`src/hw/spm_pkg.sv`:
```
// Purpose: shared constants and types of the sensor pin mode control block
// Assumes: device clock of 40 MHz
// Notes:   times are kept in microseconds, cycle counts derive from them
package spm_pkg;

  // ****************************************************************
  // clock and timing
  // ****************************************************************
  localparam int unsigned CLK_MHZ               = 40;
  // hib_entry_low_time: the host must hold the motion line low longer than this
  localparam int unsigned HIB_ENTRY_LOW_TIME_US = 1000;
  // motion_pulse_width: length of the low pulse signalling detected motion
  localparam int unsigned MOTION_PULSE_WIDTH_US = 1000;
  // strictly longer than the entry time, so one cycle beyond the figure
  localparam int unsigned HIB_ENTRY_CYCLES      = HIB_ENTRY_LOW_TIME_US * CLK_MHZ + 1;
  localparam int unsigned MOTION_PULSE_CYCLES   = MOTION_PULSE_WIDTH_US * CLK_MHZ;
  // cycles for the pin synchronisers to fill before the boot strap is caught
  localparam logic [1:0]  SYNC_FILL_CYCLES      = 2'h2;

  // ****************************************************************
  // synchronised pin positions
  // ****************************************************************
  localparam int PIN_BUS  = 0;
  localparam int PIN_BOOT = 1;
  localparam int PIN_SCLK = 2;
  localparam int PIN_CS   = 3;
  localparam int PIN_ADDR = 4;
  localparam int PIN_DATA = 5;
  localparam int PIN_ONE  = 6;
  localparam int PIN_TWO  = 7;
  localparam int PIN_N    = 8;

  // ****************************************************************
  // interrupt pin configuration, two bits per pin, pin one in [1:0]
  // ****************************************************************
  localparam logic [1:0] IRQ_PUSH_PULL   = 2'h0;
  localparam logic [1:0] IRQ_OPEN_DRAIN  = 2'h1;
  localparam logic [1:0] IRQ_OPEN_SOURCE = 2'h2;
  localparam logic [1:0] IRQ_INPUT       = 2'h3;
  localparam logic [3:0] IRQ_CFG_RESET   = 4'h0;

  typedef enum logic [1:0] {
    ST_BOOT  = 2'b00,
    ST_RUN   = 2'b01,
    ST_PULSE = 2'b10,
    ST_HIB   = 2'b11
  } spm_state_e;

endpackage

```
`src/hw/spm_tmr_if.sv`:
```
// Purpose: run and done pair between the mode control and a timer
// Assumes: both ends on the device clock
// Notes:   done is combinational from the timer count
`timescale 1ns/100ps
interface spm_tmr_if;
  logic run;
  logic done;
  modport owner (output run, input done);
  modport timer (input run, output done);
endinterface

```
`src/hw/spm_low_timer.sv`:
```
// Purpose: counts consecutive cycles of run and flags when the limit is reached
// Assumes: run comes from logic on the same clock
// Notes:   done is high from the limit-th run cycle while run stays high
`timescale 1ns/100ps
module spm_low_timer #(
  parameter int unsigned LIMIT = 16
) (
  input  wire logic       clock,
  input  wire logic       sys_rst,
  spm_tmr_if.timer        tmr
);
  localparam int CW = $clog2(LIMIT + 1);

  logic [CW-1:0] count;
  logic [CW-1:0] next_count;

  // ****************************************************************
  // saturating run counter
  // ****************************************************************
  // saturation keeps done steady if the owner is slow to drop run
  always_comb begin
    next_count = count;
    if (!tmr.run) begin
      next_count = '0;
    end else if (count != CW'(LIMIT - 1)) begin
      next_count = count + 1'b1;
    end
  end

  always_ff @(posedge clock) begin
    if (sys_rst) begin
      count <= '0;
    end else begin
      count <= next_count;
    end
  end

  // counts begin at zero, so limit minus one marks the limit-th cycle
  assign tmr.done = tmr.run && (count == CW'(LIMIT - 1));
endmodule

```
`src/hw/spm_pin_mode.sv`:
```
// Purpose: pin function and mode selection of a motion sensor front end
// Assumes: pins arrive unsynchronised; user side signals share the clock
// Notes:   pin outputs lag the state by one cycle, all registered
//
// Functional notes
// - bus strap high gives SPI, low I2C
// - clock pin feeds SPI or I2C clock
// - boot strap caught once after reset
// - motion boot: pin two open-drain boot done
// - default boot: pin two interrupt or trigger
// - select pin wakes hibernate only in default boot
// - default boot: pin one is interrupt output
// - device pulses line low on motion
// - motion line level selects detection threshold
// - hibernate floats serial pins and pin two
// - hibernate select pin input only default boot
// - hibernate pin one input only motion boot
// - interrupt pins configurable, revert to push-pull
// - three-wire SPI makes data pin bidirectional
// - address pin is I2C address LSB or MISO
// - boot strap low default, high motion mode
`timescale 1ns/100ps
module spm_pin_mode #(
  parameter int unsigned HIB_CYCLES   = spm_pkg::HIB_ENTRY_CYCLES,
  parameter int unsigned PULSE_CYCLES = spm_pkg::MOTION_PULSE_CYCLES
) (
  input  wire logic       clock,
  input  wire logic       sys_rst,
  input  wire logic       bus_select_strap,
  input  wire logic       boot_select_strap,
  input  wire logic       sclk_pin,
  input  wire logic       cs_n_pin,
  input  wire logic       addr_lsb_pin_in,
  output logic            addr_lsb_pin_out,
  output logic            addr_lsb_pin_oe,
  input  wire logic       data_pin_in,
  output logic            data_pin_out,
  output logic            data_pin_oe,
  input  wire logic       irq_pin_one_in,
  output logic            irq_pin_one_out,
  output logic            irq_pin_one_oe,
  input  wire logic       irq_pin_two_in,
  output logic            irq_pin_two_out,
  output logic            irq_pin_two_oe,
  input  wire logic       spi_three_wire,
  input  wire logic       spi_miso_data,
  input  wire logic       spi_miso_oe,
  input  wire logic       ser_data_out,
  input  wire logic       ser_data_oe,
  input  wire logic       irq_one_level,
  input  wire logic       irq_two_level,
  input  wire logic       irq_cfg_wr,
  input  wire logic [3:0] irq_cfg_data,
  input  wire logic       boot_done,
  input  wire logic       motion_detected,
  input  wire logic       hib_request,
  output logic            spi_mode,
  output logic            boot_motion,
  output logic            motion_thr_sel,
  output logic            hibernate,
  output logic            spi_sclk,
  output logic            i2c_scl,
  output logic            spi_select,
  output logic            i2c_addr_lsb,
  output logic            ser_data_in,
  output logic            measure_trigger_in,
  output logic            irq_one_input,
  output logic            motion_enable,
  output logic            cs_in_en,
  output logic            pin_one_in_en,
  output logic [3:0]      irq_cfg
);

  // ****************************************************************
  // pin synchronisers
  // ****************************************************************
  logic [spm_pkg::PIN_N-1:0] pin_raw;
  logic [spm_pkg::PIN_N-1:0] sync1;
  logic [spm_pkg::PIN_N-1:0] sync2;

  assign pin_raw = {irq_pin_two_in, irq_pin_one_in, data_pin_in, addr_lsb_pin_in,
                    cs_n_pin, sclk_pin, boot_select_strap, bus_select_strap};

  // two flops per pin; only the second is read
  for (genvar g = 0; g < spm_pkg::PIN_N; g++) begin : g_sync
    always_ff @(posedge clock) begin
      if (sys_rst) begin
        sync1[g] <= 1'b0;
        sync2[g] <= 1'b0;
      end else begin
        sync1[g] <= pin_raw[g];
        sync2[g] <= sync1[g];
      end
    end
  end

  logic s_cs_n;
  logic s_line;
  assign s_cs_n = sync2[spm_pkg::PIN_CS];
  assign s_line = sync2[spm_pkg::PIN_ONE];

  // ****************************************************************
  // timers for host low time and motion pulse
  // ****************************************************************
  spm_tmr_if hib_tmr ();
  spm_tmr_if pulse_tmr ();

  spm_low_timer #(.LIMIT(HIB_CYCLES)) u_hib_tmr (
    .clock   (clock),
    .sys_rst (sys_rst),
    .tmr     (hib_tmr)
  );

  spm_low_timer #(.LIMIT(PULSE_CYCLES)) u_pulse_tmr (
    .clock   (clock),
    .sys_rst (sys_rst),
    .tmr     (pulse_tmr)
  );

  // ****************************************************************
  // mode state
  // ****************************************************************
  spm_pkg::spm_state_e state;
  spm_pkg::spm_state_e next_state;
  logic [1:0]          fill_cnt;
  logic [1:0]          next_fill_cnt;
  logic                next_boot_motion;
  logic                next_spi_mode;
  logic                next_thr_sel;
  logic [3:0]          next_irq_cfg;

  // own pulse pulls the line low, so host timing only runs in ST_RUN
  assign hib_tmr.run   = (state == spm_pkg::ST_RUN) && boot_motion && !s_line;
  assign pulse_tmr.run = (state == spm_pkg::ST_PULSE);

  always_comb begin
    next_state       = state;
    next_fill_cnt    = fill_cnt;
    next_boot_motion = boot_motion;
    next_thr_sel     = motion_thr_sel;
    next_irq_cfg     = irq_cfg;
    next_spi_mode    = sync2[spm_pkg::PIN_BUS];
    unique case (state)
      spm_pkg::ST_BOOT: begin
        if (fill_cnt == spm_pkg::SYNC_FILL_CYCLES) begin
          next_boot_motion = sync2[spm_pkg::PIN_BOOT];
          next_thr_sel     = s_line;
          next_state       = spm_pkg::ST_RUN;
        end else begin
          next_fill_cnt = fill_cnt + 1'b1;
        end
      end
      spm_pkg::ST_RUN: begin
        if (boot_motion && motion_detected) begin
          next_state = spm_pkg::ST_PULSE;
        end else if (boot_motion && hib_tmr.done) begin
          next_state = spm_pkg::ST_HIB;
        end else if (!boot_motion && hib_request) begin
          next_state = spm_pkg::ST_HIB;
        end
      end
      spm_pkg::ST_PULSE: begin
        if (pulse_tmr.done) begin
          next_state = spm_pkg::ST_RUN;
        end
      end
      spm_pkg::ST_HIB: begin
        // motion boot wakes when the host lets the line rise
        if ((boot_motion && s_line) || (!boot_motion && !s_cs_n)) begin
          next_state   = spm_pkg::ST_RUN;
          next_irq_cfg = spm_pkg::IRQ_CFG_RESET;
        end
      end
    endcase
    // writes while asleep are dropped, the wake would discard them anyway
    if (irq_cfg_wr && (state == spm_pkg::ST_RUN || state == spm_pkg::ST_PULSE)) begin
      next_irq_cfg = irq_cfg_data;
    end
  end

  always_ff @(posedge clock) begin
    if (sys_rst) begin
      state          <= spm_pkg::ST_BOOT;
      fill_cnt       <= 2'h0;
      boot_motion    <= 1'b0;
      spi_mode       <= 1'b0;
      motion_thr_sel <= 1'b0;
      irq_cfg        <= spm_pkg::IRQ_CFG_RESET;
    end else begin
      state          <= next_state;
      fill_cnt       <= next_fill_cnt;
      boot_motion    <= next_boot_motion;
      spi_mode       <= next_spi_mode;
      motion_thr_sel <= next_thr_sel;
      irq_cfg        <= next_irq_cfg;
    end
  end

  // ****************************************************************
  // pin functions
  // ****************************************************************
  // returns {out, oe} for an interrupt level under a configuration
  function automatic logic [1:0] irq_drive(input logic [1:0] cfg, input logic level);
    logic [1:0] r;
    r = 2'h0;
    unique case (cfg)
      spm_pkg::IRQ_PUSH_PULL:   r = {level, 1'b1};
      spm_pkg::IRQ_OPEN_DRAIN:  r = {1'b0, !level};
      spm_pkg::IRQ_OPEN_SOURCE: r = {1'b1, level};
      spm_pkg::IRQ_INPUT:       r = 2'h0;
    endcase
    return r;
  endfunction

  logic [1:0] drv_one;
  logic [1:0] drv_two;
  logic       asleep;
  logic       live;
  logic [1:0] next_one;
  logic [1:0] next_two;
  logic [1:0] next_addr;
  logic [1:0] next_data;
  logic [7:0] next_flags;
  logic [4:0] next_ins;

  assign drv_one = irq_drive(irq_cfg[1:0], irq_one_level);
  assign drv_two = irq_drive(irq_cfg[3:2], irq_two_level);
  assign asleep  = (state == spm_pkg::ST_HIB);
  assign live    = (state == spm_pkg::ST_RUN) || (state == spm_pkg::ST_PULSE);

  // all drivers off while booting and while asleep
  always_comb begin
    next_one  = 2'h0;
    next_two  = 2'h0;
    next_addr = 2'h0;
    next_data = 2'h0;
    if (live) begin
      if (boot_motion) begin
        next_one = {1'b0, state == spm_pkg::ST_PULSE};
        next_two = {1'b0, !boot_done};
      end else begin
        next_one = drv_one;
        next_two = drv_two;
      end
      if (spi_mode) begin
        next_addr = {spi_miso_data, spi_miso_oe && !spi_three_wire && !s_cs_n};
        next_data = {ser_data_out, ser_data_oe && spi_three_wire};
      end else begin
        next_data = {1'b0, ser_data_oe && !ser_data_out};
      end
    end
    // {hibernate, spi_sclk, i2c_scl, spi_select, i2c_addr_lsb, trigger, irq in, enable}
    next_flags = {asleep,
                  !asleep && spi_mode && sync2[spm_pkg::PIN_SCLK],
                  asleep || spi_mode || sync2[spm_pkg::PIN_SCLK],
                  live && spi_mode && !s_cs_n,
                  !spi_mode && sync2[spm_pkg::PIN_ADDR],
                  live && !boot_motion && irq_cfg[3:2] == spm_pkg::IRQ_INPUT
                    && sync2[spm_pkg::PIN_TWO],
                  live && !boot_motion && irq_cfg[1:0] == spm_pkg::IRQ_INPUT && s_line,
                  (state == spm_pkg::ST_RUN) && boot_motion && s_line};
    // {ser_data_in, cs_in_en, pin_one_in_en, spare}
    next_ins   = {sync2[spm_pkg::PIN_DATA], !asleep || !boot_motion,
                  !asleep || boot_motion, 2'h0};
  end

  always_ff @(posedge clock) begin
    if (sys_rst) begin
      {irq_pin_one_out, irq_pin_one_oe} <= 2'h0;
      {irq_pin_two_out, irq_pin_two_oe} <= 2'h0;
      {addr_lsb_pin_out, addr_lsb_pin_oe} <= 2'h0;
      {data_pin_out, data_pin_oe} <= 2'h0;
      {hibernate, spi_sclk, i2c_scl, spi_select, i2c_addr_lsb,
       measure_trigger_in, irq_one_input, motion_enable} <= 8'h20;
      {ser_data_in, cs_in_en, pin_one_in_en} <= 3'h3;
    end else begin
      {irq_pin_one_out, irq_pin_one_oe} <= next_one;
      {irq_pin_two_out, irq_pin_two_oe} <= next_two;
      {addr_lsb_pin_out, addr_lsb_pin_oe} <= next_addr;
      {data_pin_out, data_pin_oe} <= next_data;
      {hibernate, spi_sclk, i2c_scl, spi_select, i2c_addr_lsb,
       measure_trigger_in, irq_one_input, motion_enable} <= next_flags;
      {ser_data_in, cs_in_en, pin_one_in_en} <= next_ins[4:2];
    end
  end

  // ****************************************************************
  // assertions and their helper counters
  // ****************************************************************
  int unsigned pulse_len;
  int unsigned low_len;
  logic [1:0]  age;

  always_ff @(posedge clock) begin
    if (sys_rst) begin
      pulse_len <= 0;
      low_len   <= 0;
      age       <= 2'h0;
    end else begin
      pulse_len <= irq_pin_one_oe ? pulse_len + 1 : 0;
      low_len   <= s_line ? 0 : low_len + 1;
      age       <= (age == 2'h3) ? age : age + 2'h1;
    end
  end
endmodule

```
`config.mk`:
```
export PLATFORM = sky130hd
export DESIGN_NAME = spm_pin_mode
export DESIGN_NICKNAME = d
export VERILOG_FILES = /design/src/hw/spm_pkg.sv /design/src/hw/spm_tmr_if.sv /design/src/hw/spm_low_timer.sv /design/src/hw/spm_pin_mode.sv
export SDC_FILE = /design/constraint.sdc
export NUM_CORES = 1
export LEC_CHECK = 0
export BUFFER_PORTS_ARGS = -buffer_cell sky130_fd_sc_hd__buf_4
export CORE_MARGIN = 5
export CORE_UTILIZATION = 36
export CTS_CLUSTER_SIZE = 40
export DETAILED_ROUTE_END_ITERATION = 10
export PLACE_DENSITY = 0.59
export SLEW_MARGIN = 20
export SYNTH_ARGS = -nofsm -noshare
export SYNTH_HDL_FRONTEND = slang
export SYNTH_SLANG_ARGS = --single-unit
export TNS_END_PERCENT = 20
```
`constraint.sdc`:
```
create_clock -name clock -period 5.45 [get_ports clock]
set_input_delay 0 -clock clock [delete_from_list [all_inputs] [get_ports clock]]
set_output_delay 0 -clock clock [all_outputs]
set_load 0.1 [all_outputs]
```
# [Yosys cells after proc, flatten, opt, wreduce, memory -nomap -nowiden]
# Cells that the tools add are included.
# Widths: inputs -> output; s select.
[totals] reg_bits=78 in_bits=25 output_inout_bits=26 elab_cells=139
[op_classes] addsub=3 eq_ne=18 mux=15 bitwise=5 n_reduce_logical=55
[op_table] op="$add 16x1->16 const B" count=2
[op_table] op="$eq 16x16->1 const B" count=2
[op_table] op="$ne 16x16->1 const B" count=2
[op_table] op="$logic_and 1x1->1" count=25
[op_table] op="$pmux 2 s4" count=3
[op_table] op="$eq 2x2->1 const B" count=7
[op_table] op="$mux 2" count=6
[op_table] op="$mux 4" count=3
[op_table] op="$logic_not 1->1" count=10
[op_table] op="$eq 2x1->1 const B" count=3
[op_table] op="$logic_not 2->1" count=3
[op_table] op="$logic_or 1x1->1" count=6
[op_table] op="$reduce_and 2->1" count=3
[op_table] op="$reduce_or 2->1" count=3
[op_table] op="$reduce_or 3->1" count=2
[op_table] op="$not 1->1" count=5
[op_table] op="$ne 2x2->1 const B" count=2
[op_table] op="$ne 4x4->1 const B" count=1
[op_table] op="$reduce_and 4->1" count=1
[op_table] op="$reduce_bool 2->1" count=2
[op_table] op="$mux 1" count=3
[op_table] op="$add 2x1->2 const B" count=1
[op_table] op="$ne 2x1->1 const B" count=1

# [Depth between registers and ports, before layout]
[logic_depth] word_depth=8 ltp_mapped=7 mapped_depth_nobuf=7

# [Modules after synthesis]
# From an unflattened synthesis, not the netlist that was laid out.
[hier_totals] hier_cells=329 hier_area_um2=3175.5
[modules_own_cells] mod="spm_pin_mode" n_inst=1 cells_each=147 area_each_um2=1547.7 seq_area_each_um2=920.9
[modules_own_cells] mod="spm_low_timer (u_hib_tmr)" n_inst=1 cells_each=94 area_each_um2=848.3 seq_area_each_um2=320.3
[modules_own_cells] mod="spm_low_timer (u_pulse_tmr)" n_inst=1 cells_each=88 area_each_um2=779.5 seq_area_each_um2=320.3

# [Worst setup path after synthesis]
# No wires, ideal clock.
[synth_timing] path_kind="flip-flop to flip-flop" start="register boot_motion" end="register state[0]" arrival_ns=2.315 setup_slack_ns=3.015 stages_incl_launch_ff=6 path_buffers=1 period_less_slack_ns=2.435 cell_sequence="dfxtp_1 > buf_2 > inv_1 > o311a_1 > a2111oi_4 > mux2_2"
[synth_via] elab_chain_len=7
[synth_rtl] item="start: declaration" line_no="spm_pin_mode.sv:58" rtl="output logic boot_motion,"
[synth_rtl] item="start signal: assignment" line_no="spm_pin_mode.sv:192" rtl="boot_motion <= next_boot_motion;"
[synth_rtl] item="$logic_and 1x1->1 (2 in series)" line_no="spm_pin_mode.sv:133" rtl="assign hib_tmr.run = (state == spm_pkg::ST_RUN) && boot_motion && !s_line;"
[synth_rtl] item="$logic_and 1x1->1" line_no="spm_low_timer.sv:39" rtl="assign tmr.done = tmr.run && (count == CW'(LIMIT - 1));"
[synth_rtl] item="$logic_and 1x1->1" line_no="spm_pin_mode.sv:156" rtl="end else if (boot_motion && hib_tmr.done) begin"
[synth_rtl] item="$mux 2" line_no="spm_pin_mode.sv:156"
[synth_rtl] item="$mux 2" line_no="spm_pin_mode.sv:154" rtl="if (boot_motion && motion_detected) begin"
[synth_rtl] item="$pmux 2 s4" line_no="spm_pin_mode.sv:143" rtl="unique case (state)"
[synth_rtl] item="end signal: assignment" line_no="spm_pin_mode.sv:183" rtl="state <= spm_pkg::ST_BOOT;"
[synth_rtl] item="end signal: assignment" line_no="spm_pin_mode.sv:190" rtl="state <= next_state;"
[synth_rtl] item="end: declaration" line_no="spm_pin_mode.sv:123" rtl="spm_pkg::spm_state_e state;"
# Parallel ways exist; a longest one is shown, timed or not.
# A chain may end at the register's enable or synchronous reset.

# [Worst setup path in the final report]
[layout_timing] start="register state[0]" end="register addr_lsb_pin_oe"
[layout_via] elab_chain_len=4
[layout_rtl] item="$eq 2x1->1 / $eq 2x2->1 (equally long branches)" line_no="spm_pin_mode.sv:229" rtl="assign live = (state == spm_pkg::ST_RUN) || (state == spm_pkg::ST_PULSE);"
[layout_rtl] item="$logic_or 1x1->1 *" line_no="spm_pin_mode.sv:229"
[layout_rtl] item="$not 1->1 (no line) *"
[layout_rtl] item="$reduce_or 3->1 (no line) *"
[layout_rtl] item="end signal: assignment" line_no="spm_pin_mode.sv:279" rtl="{addr_lsb_pin_out, addr_lsb_pin_oe} <= next_addr;"
[layout_rtl] item="end: declaration" line_no="spm_pin_mode.sv:35" rtl="output logic addr_lsb_pin_oe,"
# Every way passes the cells marked *; elsewhere a longest branch is shown, timed or not.

==> flow_summary.json <==
{
  "critPathMaxStageDelay_ns": 0.57,
  "postSynthNetCount": 338,
  "yosysWarnings": 0,
  "wire_per_inst_um": 12.6,
  "r2r_slack_ns": 3.29,
  "setup_viol": 0,
  "diodes": 0,
  "syn_avg_cell_area_sq_um": 9.82,
  "p_int_mw": 0.991,
  "worst_slew_pin_slew_ns": 0.556,
  "pwr-share-seq_pct": 43.3,
  "place_area_sq_mm": 0.00347,
  "synth_area_sq_mm": 0.00299,
  "end_kind": "register",
  "peakVddDrop_uv": 180,
  "cts_tree": "done",
  "grt_overflow_total": 0,
  "period_minus_slack_ns": 2.16,
  "path_max_fanout": 7,
  "cts_setup_buffers": 0,
  "switching_share_pct": 32.0,
  "crit_chain": "inv_1, ha_1, nor2b_1, nand2_1, nor4b_1, dlygate4sd3_1",
  "h-tree-depth": 3,
  "setup_ws_ns": 3.29,
  "die_x_um": 101,
  "yosys-top-cells-area": "dfxtp_1 52%, nor2_1 6.0%, xor2_1 5.9%",
  "fin_worst_skew_ns": 0.00804,
  "reg2reg_depth": 6,
  "fin_crit_sh_pct": 39.7,
  "cpMaxStageDelayCell": "dlygate4sd3_1",
  "numCtsBuffers": 9,
  "hold_start": "irq_two_level",
  "criticalPathCategory": "register to register",
  "yosysUniqueCellTypes": 39,
  "grt_pass1_vias": 2264,
  "drtIter0Drc": 96,
  "hold_viol": 0,
  "netlist.area_leader.share_pct": 52.2,
  "status": "completed",
  "crit_start": "state[0]",
  "final_nets": 414,
  "cts_root_buf": "clkbuf_8",
  "portBuffers": 50,
  "max_freq_mhz": 462,
  "dieHeight_um": 101,
  "cts.hold.buffers_added": 24,
  "switchingPower_mw": 0.466,
  "clkPwrFrac_pct": 32.4,
  "grt_max_degree": 38,
  "vias": 2267,
  "dp_cells": 451,
  "core_sq_mm": 0.00818,
  "drtPass1Iterations": 4,
  "hold_path_depth": 3,
  "hold_slack_ns": 0.00996,
  "fin_setup_tns_ns": 0,
  "hold_end": "irq_pin_two_out",
  "grt_pass1_wl_um": 10300,
  "area_growth_pct": 31.1,
  "rsz0062_at_grt": "false",
  "start_util_pct": 36.6,
  "rows": 33,
  "cp.required_ns": 5.74,
  "post-place-ws_ns": 3.42,
  "p_leak_nw": 1.53,
  "timing.rr.end": "addr_lsb_pin_oe",
  "hold_path_class": "primary input to register",
  "synth_area_leader_cell": "dfxtp_1",
  "post_drt_via_cell_ratio": 4.62,
  "cts_resized": 0,
  "timing.rr.start": "state[0]",
  "arrival_ns": 2.46,
  "die-area_sq_mm": 0.0102,
  "wirelength_um": 6170,
  "clock_latency_ns": 0.35,
  "clk_pin_slew_ns": 0.08,
  "drv_slew": 0,
  "hpwl_um": 4350,
  "stdcell_area_sq_mm": 0.00393,
  "num_io_pins": 51,
  "postRouteAntennaNets": 0,
  "synthCells": 305,
  "antenna_found_initial": 0,
  "clock_path_buffers": 2,
  "fin_cells": 491,
  "relSlewSlack_pct": 62.6,
  "p_per_area_mw_per_mm2": 371,
  "comb_power_share_pct": 24.3,
  "cts.sinks": 78,
  "synth-seq-area-share_pct": 52.2,
  "grtUsageTotal_pct": 13.0,
  "synth_seq_cells": 78,
  "maxCapViolations": 0,
  "drc": 0,
  "drive_gt1_share_pct": 19.7,
  "place_congestion": 0.783,
  "cp-start-kind": "register"
}
cells in the mapped netlist:
library cell / number
nand3_1: 11
nand3b_1: 1
ha_1: 8
nand4_1: 7
xor2_1: 20
and2_1: 1
a22oi_1: 1
nor4_1: 4
or4_1: 1
nor2_1: 48
nand4_2: 2
o21ai_0: 2
buf_2: 1
a31oi_1: 1
nor4b_2: 1
a2111oi_4: 1
dfxtp_1: 78
or2b_1: 2
and4bb_2: 2
xnor2_1: 10
mux2_2: 3
o311a_1: 1
mux2i_1: 2
a21oi_1: 7
clkbuf_1: 8
nand2b_1: 2
a32oi_1: 4
and4_1: 4
nand2_1: 20
nor3_1: 2
and3_2: 1
nor3b_1: 1
a211oi_1: 1
nor4b_1: 2
nor2b_1: 25
nor4_2: 1
and4b_1: 1
inv_1: 8
and3_1: 10
state kept, by name, summed over array words and instances, names as in the netlist, 2 cells and up:
signal / flops
sync1: 8
u_pulse_tmr.count: 16
state: 2
u_hib_tmr.count: 16
irq_cfg: 4
fill_cnt: 2
sync2: 4
worst max-delay path, delay by kind of cell, from the launching register on:
kind	cells	cell delay, ns
buf+inv	2	0.66
simple gates	3	0.62
fa+ha+maj	1	0.45
flops	1	0.38
how the worst max path moves through the flow:
stage,endpoint,cells past startpoint
after floorplan,state[0],5
after global placement,state[0],7
after detailed placement,state[0],5
after CTS,addr_lsb_pin_oe,6
after global routing,addr_lsb_pin_oe,6
final,addr_lsb_pin_oe,6
power groups by stage:
stage                     sequential, mW  clock (mW)  combinational [mW]
after detailed placement           0.643           0               0.330
after floorplan                    0.759           0               0.134
final                              0.631       0.472               0.354
after global placement             0.642           0               0.327
after global routing               0.634       0.515               0.385
after CTS                          0.630       0.491               0.357
per-layer routing:
metal	wire length [um]	GRT usage [%]	part of all wire [%]	vias to the layer above
met2	2850	20.4	46	46
met1	2840	15.8	46	1031
met5	0	0	0	-
met4	139	4.70	2.3	0
li1	-	-	-	1178
met3	337	5.72	5.5	12
layout by cell type, fill, tap and decap left out, types with 2 or more instances in the layout:
cell           instances
and4bb_2               2
inv_6                  2
buf_4                 50
nand2_1               20
mux2i_1                2
dfxtp_1               78
nor2b_1               25
clkbuf_8               9
dlygate4sd3_1         24
o21ai_0                2
nand4_1                7
and4_1                 4
nand4_2                2
a32oi_1                4
nor4_1                 4
mux2_2                 3
nand2b_1               2
or2b_1                 2
clkinvlp_4             2
xor2_1                20
nor4b_1                2
xnor2_1               10
and3_1                10
nor2_1                48
ha_1                   8
nor3_1                 2
nand3_1               11
bufinv_16              2
a21oi_1                7
inv_1                  8
stage by stage:
| stage | power [mW] | utilization, % |
|---|---|---|
| 2_1_floorplan | 0.893 | - |
| 3_3_place_gp | 0.969 | 42.4 |
| 3_5_place_dp | 0.973 | 42.4 |
| 4_1_cts | 1.48 | 48.0 |
| 5_1_grt | 1.53 | 48.0 |
| 6_report | 1.46 | 48.0 |
area by class of cell:
cell class / count / area, sq um
Timing Repair Buffer: 74 / 616
Fill cell: 795 / 4250
Multi-Input combinational cell: 210 / 1370
Clock inverter: 6 / 92.6
Tap cell: 105 / 131
Sequential cell: 78 / 1560
Clock buffer: 10 / 128
Inverter: 8 / 30.0
kinds of logic (layout without fill, tap and decap cells):
family | after synthesis | count (layout) | synth area share [%]
xor gates and xnor gates | 30 | 30 | 8.78
buffers and inverters | 17 | 98 | 2.17
and+or+nand+nor | 149 | 149 | 27.1
adders and majority gates | 8 | 8 | 3.34
DFF | 78 | 78 | 52.2
muxes | 5 | 5 | 1.80
AOI/OAI and AO/OA | 18 | 18 | 4.64
(Power assumes the default switching activity.)
